### config.mk
export PLATFORM = sky130hd
export DESIGN_NAME = dsc_select
export DESIGN_NICKNAME = d
export VERILOG_FILES = /design/src/hw/dsc_pkg.sv /design/src/hw/dsc_select.sv
export SDC_FILE = /design/constraint.sdc
export NUM_CORES = 1
export LEC_CHECK = 0
export CAP_MARGIN = 20
export CORE_AREA = 5 5 277 279
export DETAILED_ROUTE_END_ITERATION = 7
export DIE_AREA = 0 0 282 284
export DONT_BUFFER_PORTS = 1
export PLACE_DENSITY = 0.48
export SLEW_MARGIN = 20
export SYNTH_ARGS = -nofsm -noshare
export SYNTH_HDL_FRONTEND = slang
export SYNTH_SLANG_ARGS = --single-unit
### constraint.sdc
create_clock -name clk -period 9.3 [get_ports clk]
set_input_delay 2.79 -clock clk [delete_from_list [all_inputs] [get_ports clk]]
set_output_delay 2.79 -clock clk [all_outputs]
set_load 0.005 [all_outputs]
### src/hw/dsc_pkg.sv
// Constants, register map and types for the speed command selector.
// Assumes a 32-bit classic Wishbone slave port and a 20 MHz clock.
package dsc_pkg;
    // Register byte offsets
    localparam logic [7:0] ADR_CTRL = 8'h00;
    localparam logic [7:0] ADR_JOG_FREQ = 8'h04;
    localparam logic [7:0] ADR_JOG_TIME = 8'h08;
    localparam logic [7:0] ADR_REF_FREQ = 8'h0c;
    localparam logic [7:0] ADR_BASE_FREQ = 8'h10;
    localparam logic [7:0] ADR_TERM_MAP = 8'h14;
    localparam logic [7:0] ADR_STATUS = 8'h18;
    localparam logic [7:0] ADR_OUT_FREQ = 8'h1c;
    localparam logic [7:0] ADR_PRESET0 = 8'h40;
    localparam logic [7:0] ADR_PRESET_LAST = 8'h78;
    // Control field positions
    localparam int CTRL_OPMODE_LSB = 0;
    localparam int CTRL_REMOTE_LSB = 4;
    localparam int CTRL_PATTERN_LSB = 8;
    localparam int CTRL_INCR_BIT = 12;
    // Reset values, frequencies in 0.1 Hz, times in selected steps
    localparam logic [31:0] CTRL_RST = 32'h0000_0000;
    localparam logic [15:0] JOG_FREQ_RST = 16'h0032;
    localparam logic [15:0] JOG_TIME_RST = 16'h0005;
    localparam logic [15:0] REF_FREQ_RST = 16'h0258;
    localparam logic [15:0] BASE_FREQ_RST = 16'h0258;
    localparam logic [27:0] TERM_MAP_RST = 28'hfff_f210;
    localparam logic [15:0] PRESET_HIGH_RST = 16'h0258;
    localparam logic [15:0] PRESET_MID_RST = 16'h012c;
    localparam logic [15:0] PRESET_LOW_RST = 16'h0064;
    localparam logic [15:0] FREQ_MAX = 16'h0fa0;
    localparam logic [15:0] NOT_SEL = 16'h270f;
    localparam logic [15:0] TIME_MAX = 16'h8ca0;
    // Terminal function codes
    localparam logic [3:0] FN_LOW = 4'h0;
    localparam logic [3:0] FN_MID = 4'h1;
    localparam logic [3:0] FN_HIGH = 4'h2;
    localparam logic [3:0] FN_SECOND = 4'h3;
    localparam logic [3:0] FN_JOG = 4'h5;
    localparam logic [3:0] FN_EXT = 4'h8;
    // Operation modes, remote selections, ramp pattern
    localparam logic [2:0] OPM_SWITCH = 3'h0;
    localparam logic [2:0] OPM_PANEL = 3'h1;
    localparam logic [2:0] OPM_EXT = 3'h2;
    localparam logic [2:0] OPM_COMB3 = 3'h3;
    localparam logic [2:0] OPM_COMB4 = 3'h4;
    localparam logic [1:0] REM_OFF = 2'h0;
    localparam logic [1:0] REM_STORE = 2'h1;
    localparam logic [1:0] REM_CLR_STOP = 2'h3;
    localparam logic [1:0] PAT_SCURVE_A = 2'h1;
    localparam int N_TERM = 7;
    localparam int N_PRESET = 15;
    // Speed number for {ext, high, mid, low}; speed k sits at preset k-1
    localparam logic [3:0] COMBO_SPEED [0:15] = '{4'h0, 4'h3, 4'h2, 4'h4,
        4'h1, 4'h5, 4'h6, 4'h7, 4'h8, 4'h9, 4'ha, 4'hb, 4'hc, 4'hd, 4'he,
        4'hf};
    typedef enum logic [2:0] {SRC_NONE, SRC_JOG, SRC_MULTI, SRC_ANALOG4,
        SRC_ANALOG2, SRC_REMOTE} dsc_src_type;
endpackage : dsc_pkg

### src/hw/dsc_select.sv
// Speed command selector: multi-speed, jog and remote-setting inputs.
// Assumes synchronous inputs on clk and a classic Wishbone master.
//
// Operation
// [RL1] One basic input alone selects high, middle or low preset.
// [RL2] Several basic inputs together: lowest-ranked input's preset wins.
// [RL3] High plus middle selects the middle preset.
// [RL4] Function codes 0,1,2 map low, middle, high onto any terminal.
// [RL5] Speeds 4 to 15 decode high, middle, low and extension inputs.
// [RL6] Presets 4 to 15 reset to 9999 and count as not selected.
// [RL7] Function code 8 maps the extension input onto a terminal.
// [RL8] Speed 8 unset, extension alone: run at the low preset.
// [RL9] Priority: jog, multi-speed, analog 4, analog 2.
// [RL10] Multi-speed works only in external or combined modes 3, 4.
// [RL11] Nonzero remote selection disables multi-speed selection.
// [RL12] Remote 1 to 3: high raises, middle lowers, low clears.
// [RL13] Only remote selection 1 stores the set frequency in memory.
// [RL14] Remote 3 clears the setting when both starts go inactive.
// [RL15] Jog frequency 0 to 400 Hz, default 5 Hz.
// [RL16] One jog ramp time, default 0.5 s, to reference frequency.
// [RL17] Increment 0: 0.1 s steps; increment 1: 0.01 s steps.
// [RL18] With jog input on, start inputs run the motor at jog speed.
// [RL19] Function code 5 maps the jog input onto a terminal.
// [RL20] Panel jog runs only while the start key is held.
// [RL21] S-curve A pattern measures jog ramp to base frequency.
// [RL22] Second-function input never picks second ramps during jog.
// [RL23] Mode 4: panel run/fwd/rev keys start jog, stop key stops.
// [RL24] Mode 3 disables jog entirely.
// [RL25] Presets may be rewritten at any time, in any mode.
//
// Added by the designer: the Wishbone interface to the registers and the placing of the registers.
`timescale 1ns/10ps
module dsc_select
    import dsc_pkg::*;
(
    input wire logic clk, // 20 MHz control clock
    input wire logic nrst, // Synchronous reset, active low
    input wire logic wb_cyc_i, // Wishbone cycle
    input wire logic wb_stb_i, // Wishbone strobe
    input wire logic wb_we_i, // Wishbone write enable
    input wire logic [7:0] wb_adr_i, // Byte address
    input wire logic [3:0] wb_sel_i, // Byte lane selects
    input wire logic [31:0] wb_dat_i, // Write data
    output logic [31:0] wb_dat_o, // Read data
    output logic wb_ack_o, // Acknowledge
    input wire logic [dsc_pkg::N_TERM-1:0] term_in, // Input terminals
    input wire logic forward_start, // Forward start input
    input wire logic reverse_start, // Reverse start input
    input wire logic panel_select, // Panel chosen when mode is 0
    input wire logic panel_jog_mode, // Panel is in jog mode
    input wire logic panel_run_key, // Panel run key held
    input wire logic panel_fwd_key, // Handheld forward key held
    input wire logic panel_rev_key, // Handheld reverse key held
    input wire logic panel_stop_key, // Stop/reset key held
    input wire logic analog4_valid, // Terminal 4 command present
    input wire logic [15:0] analog4_freq, // Terminal 4 frequency
    input wire logic analog2_valid, // Terminal 2 command present
    input wire logic [15:0] analog2_freq, // Terminal 2 frequency
    output logic [15:0] freq_cmd, // Selected frequency, 0.1 Hz
    output dsc_pkg::dsc_src_type freq_source, // Source of freq_cmd
    output logic run_fwd, // Run forward request
    output logic run_rev, // Run reverse request
    output logic [15:0] ramp_time, // Jog ramp time in steps
    output logic ramp_fine, // Ramp steps are 0.01 s
    output logic [15:0] ramp_ref_freq, // Ramp measured to this
    output logic second_ramp, // Use second ramp times
    output logic second_func, // Other second functions on
    output logic remote_raise, // Remote frequency raise
    output logic remote_lower, // Remote frequency lower
    output logic remote_clear, // Remote setting clear
    output logic remote_store_en, // Keep setting over power cycle
    output logic remote_clear_stop // Clear pulse on start release
);
    import dsc_pkg::*;

    logic [31:0] ctrl;
    logic [15:0] jog_freq;
    logic [15:0] jog_time;
    logic [15:0] ref_freq;
    logic [15:0] base_freq;
    logic [27:0] term_map;
    logic [15:0] preset [0:N_PRESET-1];
    logic jog_latch;
    logic jog_latch_rev;
    logic start_any_q;

    // Control fields
    logic [2:0] op_mode;
    logic [1:0] remote_sel;
    logic [1:0] pattern;
    assign op_mode = ctrl[CTRL_OPMODE_LSB +: 3];
    assign remote_sel = ctrl[CTRL_REMOTE_LSB +: 2];
    assign pattern = ctrl[CTRL_PATTERN_LSB +: 2];

    // Terminal function decode
    logic sig_low, sig_mid, sig_high, sig_ext, sig_jog, sig_second;
    always_comb begin
        sig_low = 1'b0;
        sig_mid = 1'b0;
        sig_high = 1'b0;
        sig_ext = 1'b0;
        sig_jog = 1'b0;
        sig_second = 1'b0;
        for (int t = 0; t < N_TERM; t++) begin
            if (term_in[t]) begin
                sig_low |= term_map[4*t +: 4] == FN_LOW; // RL4
                sig_mid |= term_map[4*t +: 4] == FN_MID; // RL4
                sig_high |= term_map[4*t +: 4] == FN_HIGH; // RL4
                sig_ext |= term_map[4*t +: 4] == FN_EXT; // RL7
                sig_jog |= term_map[4*t +: 4] == FN_JOG; // RL19
                sig_second |= term_map[4*t +: 4] == FN_SECOND;
            end
        end
    end

    // Operation mode qualifiers
    logic mode_panel, mode_extern, multi_ok, start_any;
    assign mode_panel = op_mode == OPM_PANEL
        || (op_mode == OPM_SWITCH && panel_select);
    assign mode_extern = op_mode == OPM_EXT
        || (op_mode == OPM_SWITCH && !panel_select);
    assign multi_ok = (mode_extern || op_mode == OPM_COMB3
        || op_mode == OPM_COMB4) && remote_sel == REM_OFF; // RL10 RL11
    assign start_any = forward_start || reverse_start;

    // Jog requests from terminals, panel keys and mode 4
    logic jog_ext, jog_panel, jog_active, panel_keys;
    assign panel_keys = panel_run_key || panel_fwd_key || panel_rev_key;
    assign jog_ext = sig_jog && mode_extern && start_any; // RL18
    assign jog_panel = mode_panel && panel_jog_mode && panel_keys; // RL20
    assign jog_active = op_mode != OPM_COMB3 // RL24
        && (jog_ext || jog_panel || jog_latch);

    // Mode 4 jog start by panel keys, held until stop key or jog off
    always_ff @(posedge clk) begin
        if (!nrst) begin
            jog_latch <= 1'b0;
            jog_latch_rev <= 1'b0;
        end else if (op_mode != OPM_COMB4 || !sig_jog || panel_stop_key) begin
            jog_latch <= 1'b0; // RL23
        end else if (panel_keys) begin
            jog_latch <= 1'b1; // RL23
            jog_latch_rev <= panel_rev_key;
        end
    end

    // Multi-speed decode with fallback to lower-signal priority
    logic [3:0] speed;
    logic multi_hit;
    logic [15:0] multi_freq;
    always_comb begin
        speed = COMBO_SPEED[{sig_ext, sig_high, sig_mid, sig_low}]; // RL5
        multi_hit = speed != 4'h0;
        multi_freq = 16'h0000;
        if (speed >= 4'h4 && preset[speed - 4'h1] != NOT_SEL) begin
            multi_freq = preset[speed - 4'h1]; // RL5 RL6
        end else if (sig_low) begin
            multi_freq = preset[2]; // RL1 RL2
        end else if (sig_mid) begin
            multi_freq = preset[1]; // RL2 RL3
        end else if (sig_high) begin
            multi_freq = preset[0]; // RL1
        end else begin
            multi_freq = preset[2]; // RL8
        end
    end

    // Source priority and next output values
    dsc_src_type next_source;
    logic [15:0] next_freq;
    always_comb begin
        next_source = SRC_NONE;
        next_freq = 16'h0000;
        if (jog_active) begin // RL9
            next_source = SRC_JOG;
            next_freq = jog_freq;
        end else if (multi_ok && multi_hit) begin
            next_source = SRC_MULTI;
            next_freq = multi_freq;
        end else if (remote_sel != REM_OFF) begin
            next_source = SRC_REMOTE;
        end else if (analog4_valid) begin
            next_source = SRC_ANALOG4;
            next_freq = analog4_freq;
        end else if (analog2_valid) begin
            next_source = SRC_ANALOG2;
            next_freq = analog2_freq;
        end
    end

    // Frequency command and direction outputs
    always_ff @(posedge clk) begin
        if (!nrst) begin
            freq_cmd <= 16'h0000;
            freq_source <= SRC_NONE;
            run_fwd <= 1'b0;
            run_rev <= 1'b0;
        end else begin
            freq_cmd <= next_freq;
            freq_source <= next_source;
            if (jog_latch) begin
                run_fwd <= !jog_latch_rev;
                run_rev <= jog_latch_rev;
            end else if (jog_panel && op_mode != OPM_COMB3) begin
                run_fwd <= !panel_rev_key; // RL20
                run_rev <= panel_rev_key;
            end else begin
                run_fwd <= forward_start; // RL18
                run_rev <= reverse_start && !forward_start;
            end
        end
    end

    // Ramp selection for jog
    always_ff @(posedge clk) begin
        if (!nrst) begin
            ramp_time <= JOG_TIME_RST;
            ramp_fine <= 1'b0;
            ramp_ref_freq <= REF_FREQ_RST;
            second_ramp <= 1'b0;
            second_func <= 1'b0;
        end else begin
            ramp_time <= jog_time; // RL16
            ramp_fine <= ctrl[CTRL_INCR_BIT]; // RL17
            ramp_ref_freq <= pattern == PAT_SCURVE_A ? base_freq
                : ref_freq; // RL21
            second_ramp <= sig_second && !jog_active; // RL22
            second_func <= sig_second; // RL22
        end
    end

    // Remote setting controls; raise, lower and clear idle during jog
    always_ff @(posedge clk) begin
        if (!nrst) begin
            remote_raise <= 1'b0;
            remote_lower <= 1'b0;
            remote_clear <= 1'b0;
            remote_store_en <= 1'b0;
            remote_clear_stop <= 1'b0;
            start_any_q <= 1'b0;
        end else begin
            start_any_q <= start_any;
            remote_raise <= remote_sel != REM_OFF && !jog_active
                && sig_high; // RL12
            remote_lower <= remote_sel != REM_OFF && !jog_active
                && sig_mid; // RL12
            remote_clear <= remote_sel != REM_OFF && !jog_active
                && sig_low; // RL12
            remote_store_en <= remote_sel == REM_STORE; // RL13
            remote_clear_stop <= remote_sel == REM_CLR_STOP
                && start_any_q && !start_any; // RL14
        end
    end

    // Wishbone decode
    logic wb_req, wr_en;
    logic [31:0] wmask;
    assign wb_req = wb_cyc_i && wb_stb_i && !wb_ack_o;
    assign wr_en = wb_req && wb_we_i;
    assign wmask = {{8{wb_sel_i[3]}}, {8{wb_sel_i[2]}},
        {8{wb_sel_i[1]}}, {8{wb_sel_i[0]}}};

    // Merge selected byte lanes into a stored word
    function automatic logic [31:0] merge(input logic [31:0] old,
        input logic [31:0] m, input logic [31:0] d);
        merge = (old & ~m) | (d & m);
    endfunction : merge

    // Clamp a written frequency; 9999 kept only where allowed
    function automatic logic [15:0] clampf(input logic [15:0] v,
        input logic allow_ns);
        if (allow_ns && v == NOT_SEL) begin
            clampf = v;
        end else if (v > FREQ_MAX) begin
            clampf = FREQ_MAX;
        end else begin
            clampf = v;
        end
    endfunction : clampf

    // Each register merged with the written byte lanes
    logic [31:0] jf_w, jt_w, rf_w, bf_w, tm_w, pr_w;
    assign jf_w = merge({16'h0000, jog_freq}, wmask, wb_dat_i);
    assign jt_w = merge({16'h0000, jog_time}, wmask, wb_dat_i);
    assign rf_w = merge({16'h0000, ref_freq}, wmask, wb_dat_i);
    assign bf_w = merge({16'h0000, base_freq}, wmask, wb_dat_i);
    assign tm_w = merge({4'h0, term_map}, wmask, wb_dat_i);
    assign pr_w = merge({16'h0000, preset[wb_adr_i[5:2]]}, wmask, wb_dat_i);

    // Configuration registers
    always_ff @(posedge clk) begin
        if (!nrst) begin
            ctrl <= CTRL_RST;
            jog_freq <= JOG_FREQ_RST; // RL15
            jog_time <= JOG_TIME_RST; // RL16
            ref_freq <= REF_FREQ_RST; // RL16
            base_freq <= BASE_FREQ_RST;
            term_map <= TERM_MAP_RST; // RL4
        end else if (wr_en) begin
            case (wb_adr_i)
                ADR_CTRL: ctrl <= merge(ctrl, wmask, wb_dat_i) & 32'h0000_1337;
                ADR_JOG_FREQ: jog_freq <= clampf(jf_w[15:0], 1'b0); // RL15
                ADR_JOG_TIME: jog_time <= jt_w[15:0] > TIME_MAX ? TIME_MAX
                    : jt_w[15:0]; // RL17
                ADR_REF_FREQ: ref_freq <= clampf(rf_w[15:0], 1'b0);
                ADR_BASE_FREQ: base_freq <= clampf(bf_w[15:0], 1'b0);
                ADR_TERM_MAP: term_map <= tm_w[27:0];
                default: ;
            endcase
        end
    end

    // Preset table, writable at any time
    always_ff @(posedge clk) begin
        if (!nrst) begin
            preset[0] <= PRESET_HIGH_RST;
            preset[1] <= PRESET_MID_RST;
            preset[2] <= PRESET_LOW_RST;
            for (int i = 3; i < N_PRESET; i++) begin
                preset[i] <= NOT_SEL; // RL6
            end
        end else if (wr_en && wb_adr_i >= ADR_PRESET0
            && wb_adr_i <= ADR_PRESET_LAST && wb_adr_i[1:0] == 2'h0) begin
            preset[wb_adr_i[5:2]] <= clampf(pr_w[15:0],
                wb_adr_i[5:2] >= 4'h3); // RL25 RL6
        end
    end

    // Read data and one-cycle acknowledge; unmapped reads give zero
    always_ff @(posedge clk) begin
        if (!nrst) begin
            wb_ack_o <= 1'b0;
            wb_dat_o <= 32'h0000_0000;
        end else begin
            wb_ack_o <= wb_req;
            wb_dat_o <= 32'h0000_0000;
            if (wb_req && !wb_we_i) begin
                case (wb_adr_i)
                    ADR_CTRL: wb_dat_o <= ctrl;
                    ADR_JOG_FREQ: wb_dat_o <= {16'h0000, jog_freq};
                    ADR_JOG_TIME: wb_dat_o <= {16'h0000, jog_time};
                    ADR_REF_FREQ: wb_dat_o <= {16'h0000, ref_freq};
                    ADR_BASE_FREQ: wb_dat_o <= {16'h0000, base_freq};
                    ADR_TERM_MAP: wb_dat_o <= {4'h0, term_map};
                    ADR_STATUS: wb_dat_o <= {16'h0000, 5'h00, jog_active,
                        sig_second, sig_jog, sig_ext, sig_high, sig_mid,
                        sig_low, run_rev, freq_source};
                    ADR_OUT_FREQ: wb_dat_o <= {16'h0000, freq_cmd};
                    default: begin
                        if (wb_adr_i >= ADR_PRESET0
                            && wb_adr_i <= ADR_PRESET_LAST
                            && wb_adr_i[1:0] == 2'h0) begin
                            wb_dat_o <= {16'h0000, preset[wb_adr_i[5:2]]};
                        end
                    end
                endcase
            end
        end
    end
endmodule : dsc_select

; ---- After elaboration in Yosys (flattened, before gate mapping)
; Memories as Yosys holds them, arrays and structs flattened.
; Index checks and enable logic that the tools add are counted.
[op_classes]
eq_ne = 53
reduce_logical = 74
addsub = 1
n_lt_le_gt_ge = 10
muxes = 80
bitwise = 55
[op_table]
columns = operator, n
row1 = 16-bit two-way mux, 20
row2 = 28-bit one-hot mux with 8 select lines, 1
row3 = 16-bit AND, 5
row4 = 16-bit bitwise OR, 5
row5 = 16-bit by 12-bit > comparator with 1-bit output (second input constant), 4
row6 = 28-bit AND, 2
row7 = 4-bit by 2-bit == test with 1-bit output (second input constant), 14
row8 = 1-bit two-way mux, 52
row9 = 1-bit bitwise OR, 36
row10 = 8-bit by 5-bit == test with 1-bit output (second input constant), 4
row11 = 1-bit logical AND, 29
row12 = 4-bit by 1-bit == test with 1-bit output (second input constant), 7
row13 = 4-bit by 3-bit == test with 1-bit output (second input constant), 7
row14 = 4-bit == test (second input constant), 7
row15 = 4-bit logical NOT, 7
row16 = 28-bit inverter, 1
row17 = 28-bit bitwise OR, 1
row18 = 16-bit by 14-bit == test with 1-bit output (second input constant), 1
row19 = 8-bit by 4-bit == test with 1-bit output (second input constant), 2
row20 = 16-bit > comparator (second input constant), 1
row21 = 16-bit by 14-bit inequality test with 1-bit output (second input constant), 1
row22 = 2-bit AND reduction, 8
row23 = 16-bit OR reduction, 1
row24 = 13-bit AND, 1
row25 = other kinds (29), 56
[word_totals]
mem_bits_rw = 240
n_memories = 2
out_inout_bits = 94
in_bits = 98
rom_bits = 64
word_cells = 302
reg_bits = 197
[mem_list]
columns = name, depth, word_bits, read_ports, rd_clocked_by_memory_dff, wr, line
row1 = preset, 15, 16, 5, 0, 15, dsc_select.sv:82  ; logic [15:0] preset [0:N_PRESET-1];
row2 = (name not given), 16, 4, 1, 0, 0, dsc_select.sv:152  ; speed = COMBO_SPEED[{sig_ext, sig_high, sig_mid, sig_low}];

; ---- Longest topological paths before layout
; An unclocked memory read counts as a cell.
[depth]
ltp_word = 25
mapped_depth = 20
depth_no_buf = 16

; ---- Worst setup path after synthesis
; OpenSTA, ideal clock, no wires.
[synth_timing]
path_type = input -> register
from = input term_in[2] (netlist name)
to = register freq_cmd[11]
setup_ns = 0.096
n_path_buf = 5
required_time_ns = 9.204
path_stages = 20
t_arrival_ns = 7.601
path_slack_ns = 1.603
path_cell_list = nor3b_1 and3b_1 a2111oi_4 and2_1 inv_2 ha_1 or4_1 o311a_1 buf_4 buf_6 ha_1 buf_1 clkbuf_1 mux4_2 mux4_2 nor4_1 nand4_1 buf_2 nor3b_1 o41ai_2
[synth_via]
elab_chain_len = 20
word_cells_on_any_way = 67
cone_classes = add/sub: 1 / order compare: 1 / eq/ne: 1 / mux: 33 / bitwise: 21 / reduce/logical: 8 / memory: 2
[synth_lines]
columns = item, line
row1 = "start, declared", dsc_select.sv:46  ; input wire logic [dsc_pkg::N_TERM-1:0] term_in,
row2 = 1-bit two-way mux, dsc_select.sv:105  ; if (term_in[t]) begin
row3 = 1-bit bitwise OR (on tied branches), n/a
row4 = 1-bit two-way mux, dsc_select.sv:105
row5 = 1-bit bitwise OR (on tied branches), n/a
row6 = 1-bit two-way mux, dsc_select.sv:105
row7 = 1-bit bitwise OR (on tied branches), n/a
row8 = 1-bit two-way mux, dsc_select.sv:105
row9 = 1-bit bitwise OR (on tied branches), n/a
row10 = [3 not listed], n/a
row11 = 4-bit two-way mux (not written as such) (2 in series), dsc_select.sv:152
row12 = 4-bit by 1-bit subtractor with 4-bit output, "dsc_select.sv:155, dsc_select.sv:156"
row13 = memory read 15 x 16 bit, n/a
row14 = 16-bit by 14-bit inequality test with 1-bit output, dsc_select.sv:155  ; if (speed >= 4'h4 && preset[speed - 4'h1] != NOT_SEL) begin
row15 = 1-bit logical AND, dsc_select.sv:155
row16 = 16-bit two-way mux, dsc_select.sv:155
row17 = 16-bit two-way mux, dsc_select.sv:177  ; end else if (multi_ok && multi_hit) begin
row18 = 16-bit two-way mux *, dsc_select.sv:174  ; if (jog_active) begin
row19 = "end signal, assigned", dsc_select.sv:199  ; freq_cmd <= next_freq;
row20 = "end, declared", dsc_select.sv:59  ; output logic [15:0] freq_cmd,
; Every way passes the cells marked *; elsewhere a longest branch is shown, timed or not. The select of a mux whose other input is x is not followed.
; A chain may end at the register's enable or synchronous reset.

; ---- Final worst setup path
[layout_timing]
from = input term_in[2] (netlist name)
to = register freq_cmd[7]
; The elaborated chain is that of the path after synthesis.

==> flow_metrics.env <==
export IMPL_peakVddDrop_mv=0.122
export IMPL_drive_gt1_share_pct=17.0
export IMPL_route_antenna_remaining_nets=0
export IMPL_finalWorstSetupSlack_ps=1440
export IMPL_cp_end_kind="register"
export IMPL_start_kind="input port"
export IMPL_cp_num_buf_inv=2
export IMPL_die_h_um=284
export IMPL_synth_common_cells="nand2_1, edfxtp_1, nor2_1"
export IMPL_routedWlPerCell_um=29.1
export IMPL_crit_family="simple AND/OR/NAND/NOR gates"
export IMPL_cp_cell_sequence="nor3b_1, and3b_1, a2111oi_4, and2_1, inv_2, ha_1, or4_1, o311a_4, ha_2, buf_12, mux4_2, mux4_2, nor4bb_1, nand4_1, nor3b_1, o41ai_2"
export IMPL_drt_iter0_markers=1924
export IMPL_cts_num_sinks=449
export IMPL_routed_top_layer="met5"
export IMPL_via_per_inst=5.80
export IMPL_synth_top_area_share_pct=34.9
export IMPL_antenna_found_initial=3
export IMPL_ys_ff_latch=449
export IMPL_drc=0
export IMPL_hold_violations=0
export IMPL_syn_area_mm2=0.0220
export IMPL_cp_startpoint="term_in[2]"
export IMPL_finalSetupViolCount=0
export IMPL_synth_seq_area_share_pct=52.5
export IMPL_synth_edff_count=256
export IMPL_ios=192
export IMPL_yosys_area_top_type="edfxtp_1"
export IMPL_maxCapViolations=0
export IMPL_postCtsHoldBufs=0
export IMPL_cts_root_buf="clkbuf_16"
export IMPL_max_slew_margin_pct=21.2
export IMPL_postCtsSetupBuffers=0
export IMPL_die_w_um=282
export IMPL_initial_core_util_pct=29.8
export IMPL_yosys_most_used_dff="edfxtp_1"
export IMPL_worst_pin_slew_ps=1180
export IMPL_cts_max_level=2
export IMPL_ys_types=71
export IMPL_wl_met1_um=33800
export IMPL_dieArea_mm2=0.0801
export IMPL_grt_usage_pct=20.6
export IMPL_period_share_pct=84.5
export IMPL_p_leak_nw=8.28
export IMPL_cp_required_ps=9810
export IMPL_cpMaxStageDelayCell="nand4_1"
export IMPL_min_from="start_any_q"
export IMPL_dr_total_vias=16900
export IMPL_grt_max_degree=103
export IMPL_fmax_mhz=127
export IMPL_async_flop_share_pct=0
export IMPL_dp_hpwl_um=61500
export IMPL_cts_tree="done"
export IMPL_gr_total_overflow=0
export IMPL_yosysMostFrequentCell="nand2_1"
export IMPL_ys_warn_count=0
export IMPL_clock_path_buffers=3
export IMPL_rows=100
export IMPL_outcome="completed"
export IMPL_gp_congestion=0.940
export IMPL_r2r_setup_slack_ps=3060
export IMPL_cellPowerDensity_mw_per_mm2=189
export IMPL_routed_wl_um=84900
export IMPL_drv_slew=0
export IMPL_critical_path_arrival_ps=8370
export IMPL_path_max_fanout=64
export IMPL_slowest_delay_ps=770
export IMPL_core_mm2=0.0739
export IMPL_antenna_cells=0
export IMPL_grt_pass1_vias=16800
export IMPL_portBuffers=0
export IMPL_clock_skew_ps=32.2
export IMPL_hold_path_class="reg -> reg"
export IMPL_drt_pass1_iterations=6
export IMPL_synth_cells=1894
export IMPL_wl_met3_um=9150
export IMPL_cts_resized=0
export IMPL_critPathKind="in -> reg"
export IMPL_synth_area_leaders="edfxtp_1, dfxtp_1, mux4_2, nand2_1, nor2_1"
export IMPL_layout_nets=2009
export IMPL_numCtsBuffers=53
export IMPL_area_growth_pct=13.3
export IMPL_grt_pass1_wl_um=122000
export IMPL_finalSetupTns_ps=0
export IMPL_clk_pin_slew_ps=60
export IMPL_avgSynthCellArea_um2=11.6
export IMPL_period_minus_slack_ps=7860
export IMPL_rsz0062_at_grt="false"
export IMPL_wl_met2_um=38400
export IMPL_worst_skew_pair_late_latency_ps=620
export IMPL_pre_cts_ws_ps=929
## metal layers
metal / track usage [%] / vias up
li1: - / 7137
met1: 27.3 / 8642
met2: 32.2 / 947
met3: 5.98 / 182
met4: 7.49 / 4
met5: 0 / -
## final timing paths
path / endpoint / cells after the start
setup / recovery: freq_cmd[7] / 16
hold reg to reg: remote_clear_stop / 2
setup reg to reg: freq_cmd[7] / 16
hold / removal: remote_clear_stop / 2
## registers in the layout, indices dropped and copies added (netlist names), 3 cells and up, named ones only
register and cells:
freq_cmd 16, freq_source 3, base_freq 16, ramp_time 16, preset 256, wb_dat_o 28
ramp_ref_freq 16, jog_freq 16, jog_time 16, ref_freq 16
## logic make-up after synthesis
kind of cell	Yosys count	synth area share, %
multiplexers	191	17.8
buffers and inverters	197	3.58
flip-flops	449	52.5
adder cells (fa/ha/maj)	4	0.227
XOR/XNOR	2	0.148
AND/OR/NAND/NOR	726	14.9
AO/OA/AOI/OAI	324	10.8
other	1	0.0170
## cell type report
class / count / area, um2
multi-input combinational: 1318 / 10000
fill: 7276 / 49000
clock inverter: 30 / 255
sequential: 449 / 11600
clock buffer: 66 / 1450
inverter: 54 / 203
tap: 969 / 1210
timing repair buffer: 31 / 278
## metrics by stage
stage	power (mW)	cells	hold slack, ps	util [%]	cell area, um2
finish	4.71	2917	456	33.7	24900
global route	4.86	2917	489	33.7	24900
CTS	4.74	2913	455	33.7	24900
detailed placement	2.69	2817	442	31.4	23200
global placement	2.68	2813	443	31.3	23100
floorplan	2.54	1964	423	-	22300
## worst min-delay path: cells and delay by family (launching register included)
family / cells / cell delay [ps]
and+or+nand+nor: 2 / 110
DFF: 1 / 300
## report_power, final
part | internal (mW) | switching (mW)
Combinational | 0.191 | 0.281
Clock | 1.19 | 0.863
Sequential | 2.14 | 0.0394
Total | 3.52 | 1.18
## cell usage in the layout, fill, tap and decap left out, drive strengths merged, types with 6 or more instances in the layout
cell type,netlist,final
nand2,304,304
edfxtp,256,256
nor2,210,210
dfxtp,193,193
mux4,161,161
conb,1,71
clkbuf,113,69
a21oi,58,58
inv,54,57
o21ai,50,50
nor3,33,33
and2,32,32
a22oi,32,32
mux2i,29,29
nand3,29,29
buf,30,28
o22ai,26,26
a221oi,25,25
nand2b,22,22
clkinv,0,22
and3,19,19
o22a,19,19
o211ai,17,17
nor4,14,14
o221a,13,13
nor3b,13,13
a31oi,12,12
o41ai,8,8
a222oi,8,8
a22o,7,7
a21boi,7,7
or2,7,7
nand4bb,6,6
a41oi,6,6
(Power assumes the default switching activity.)
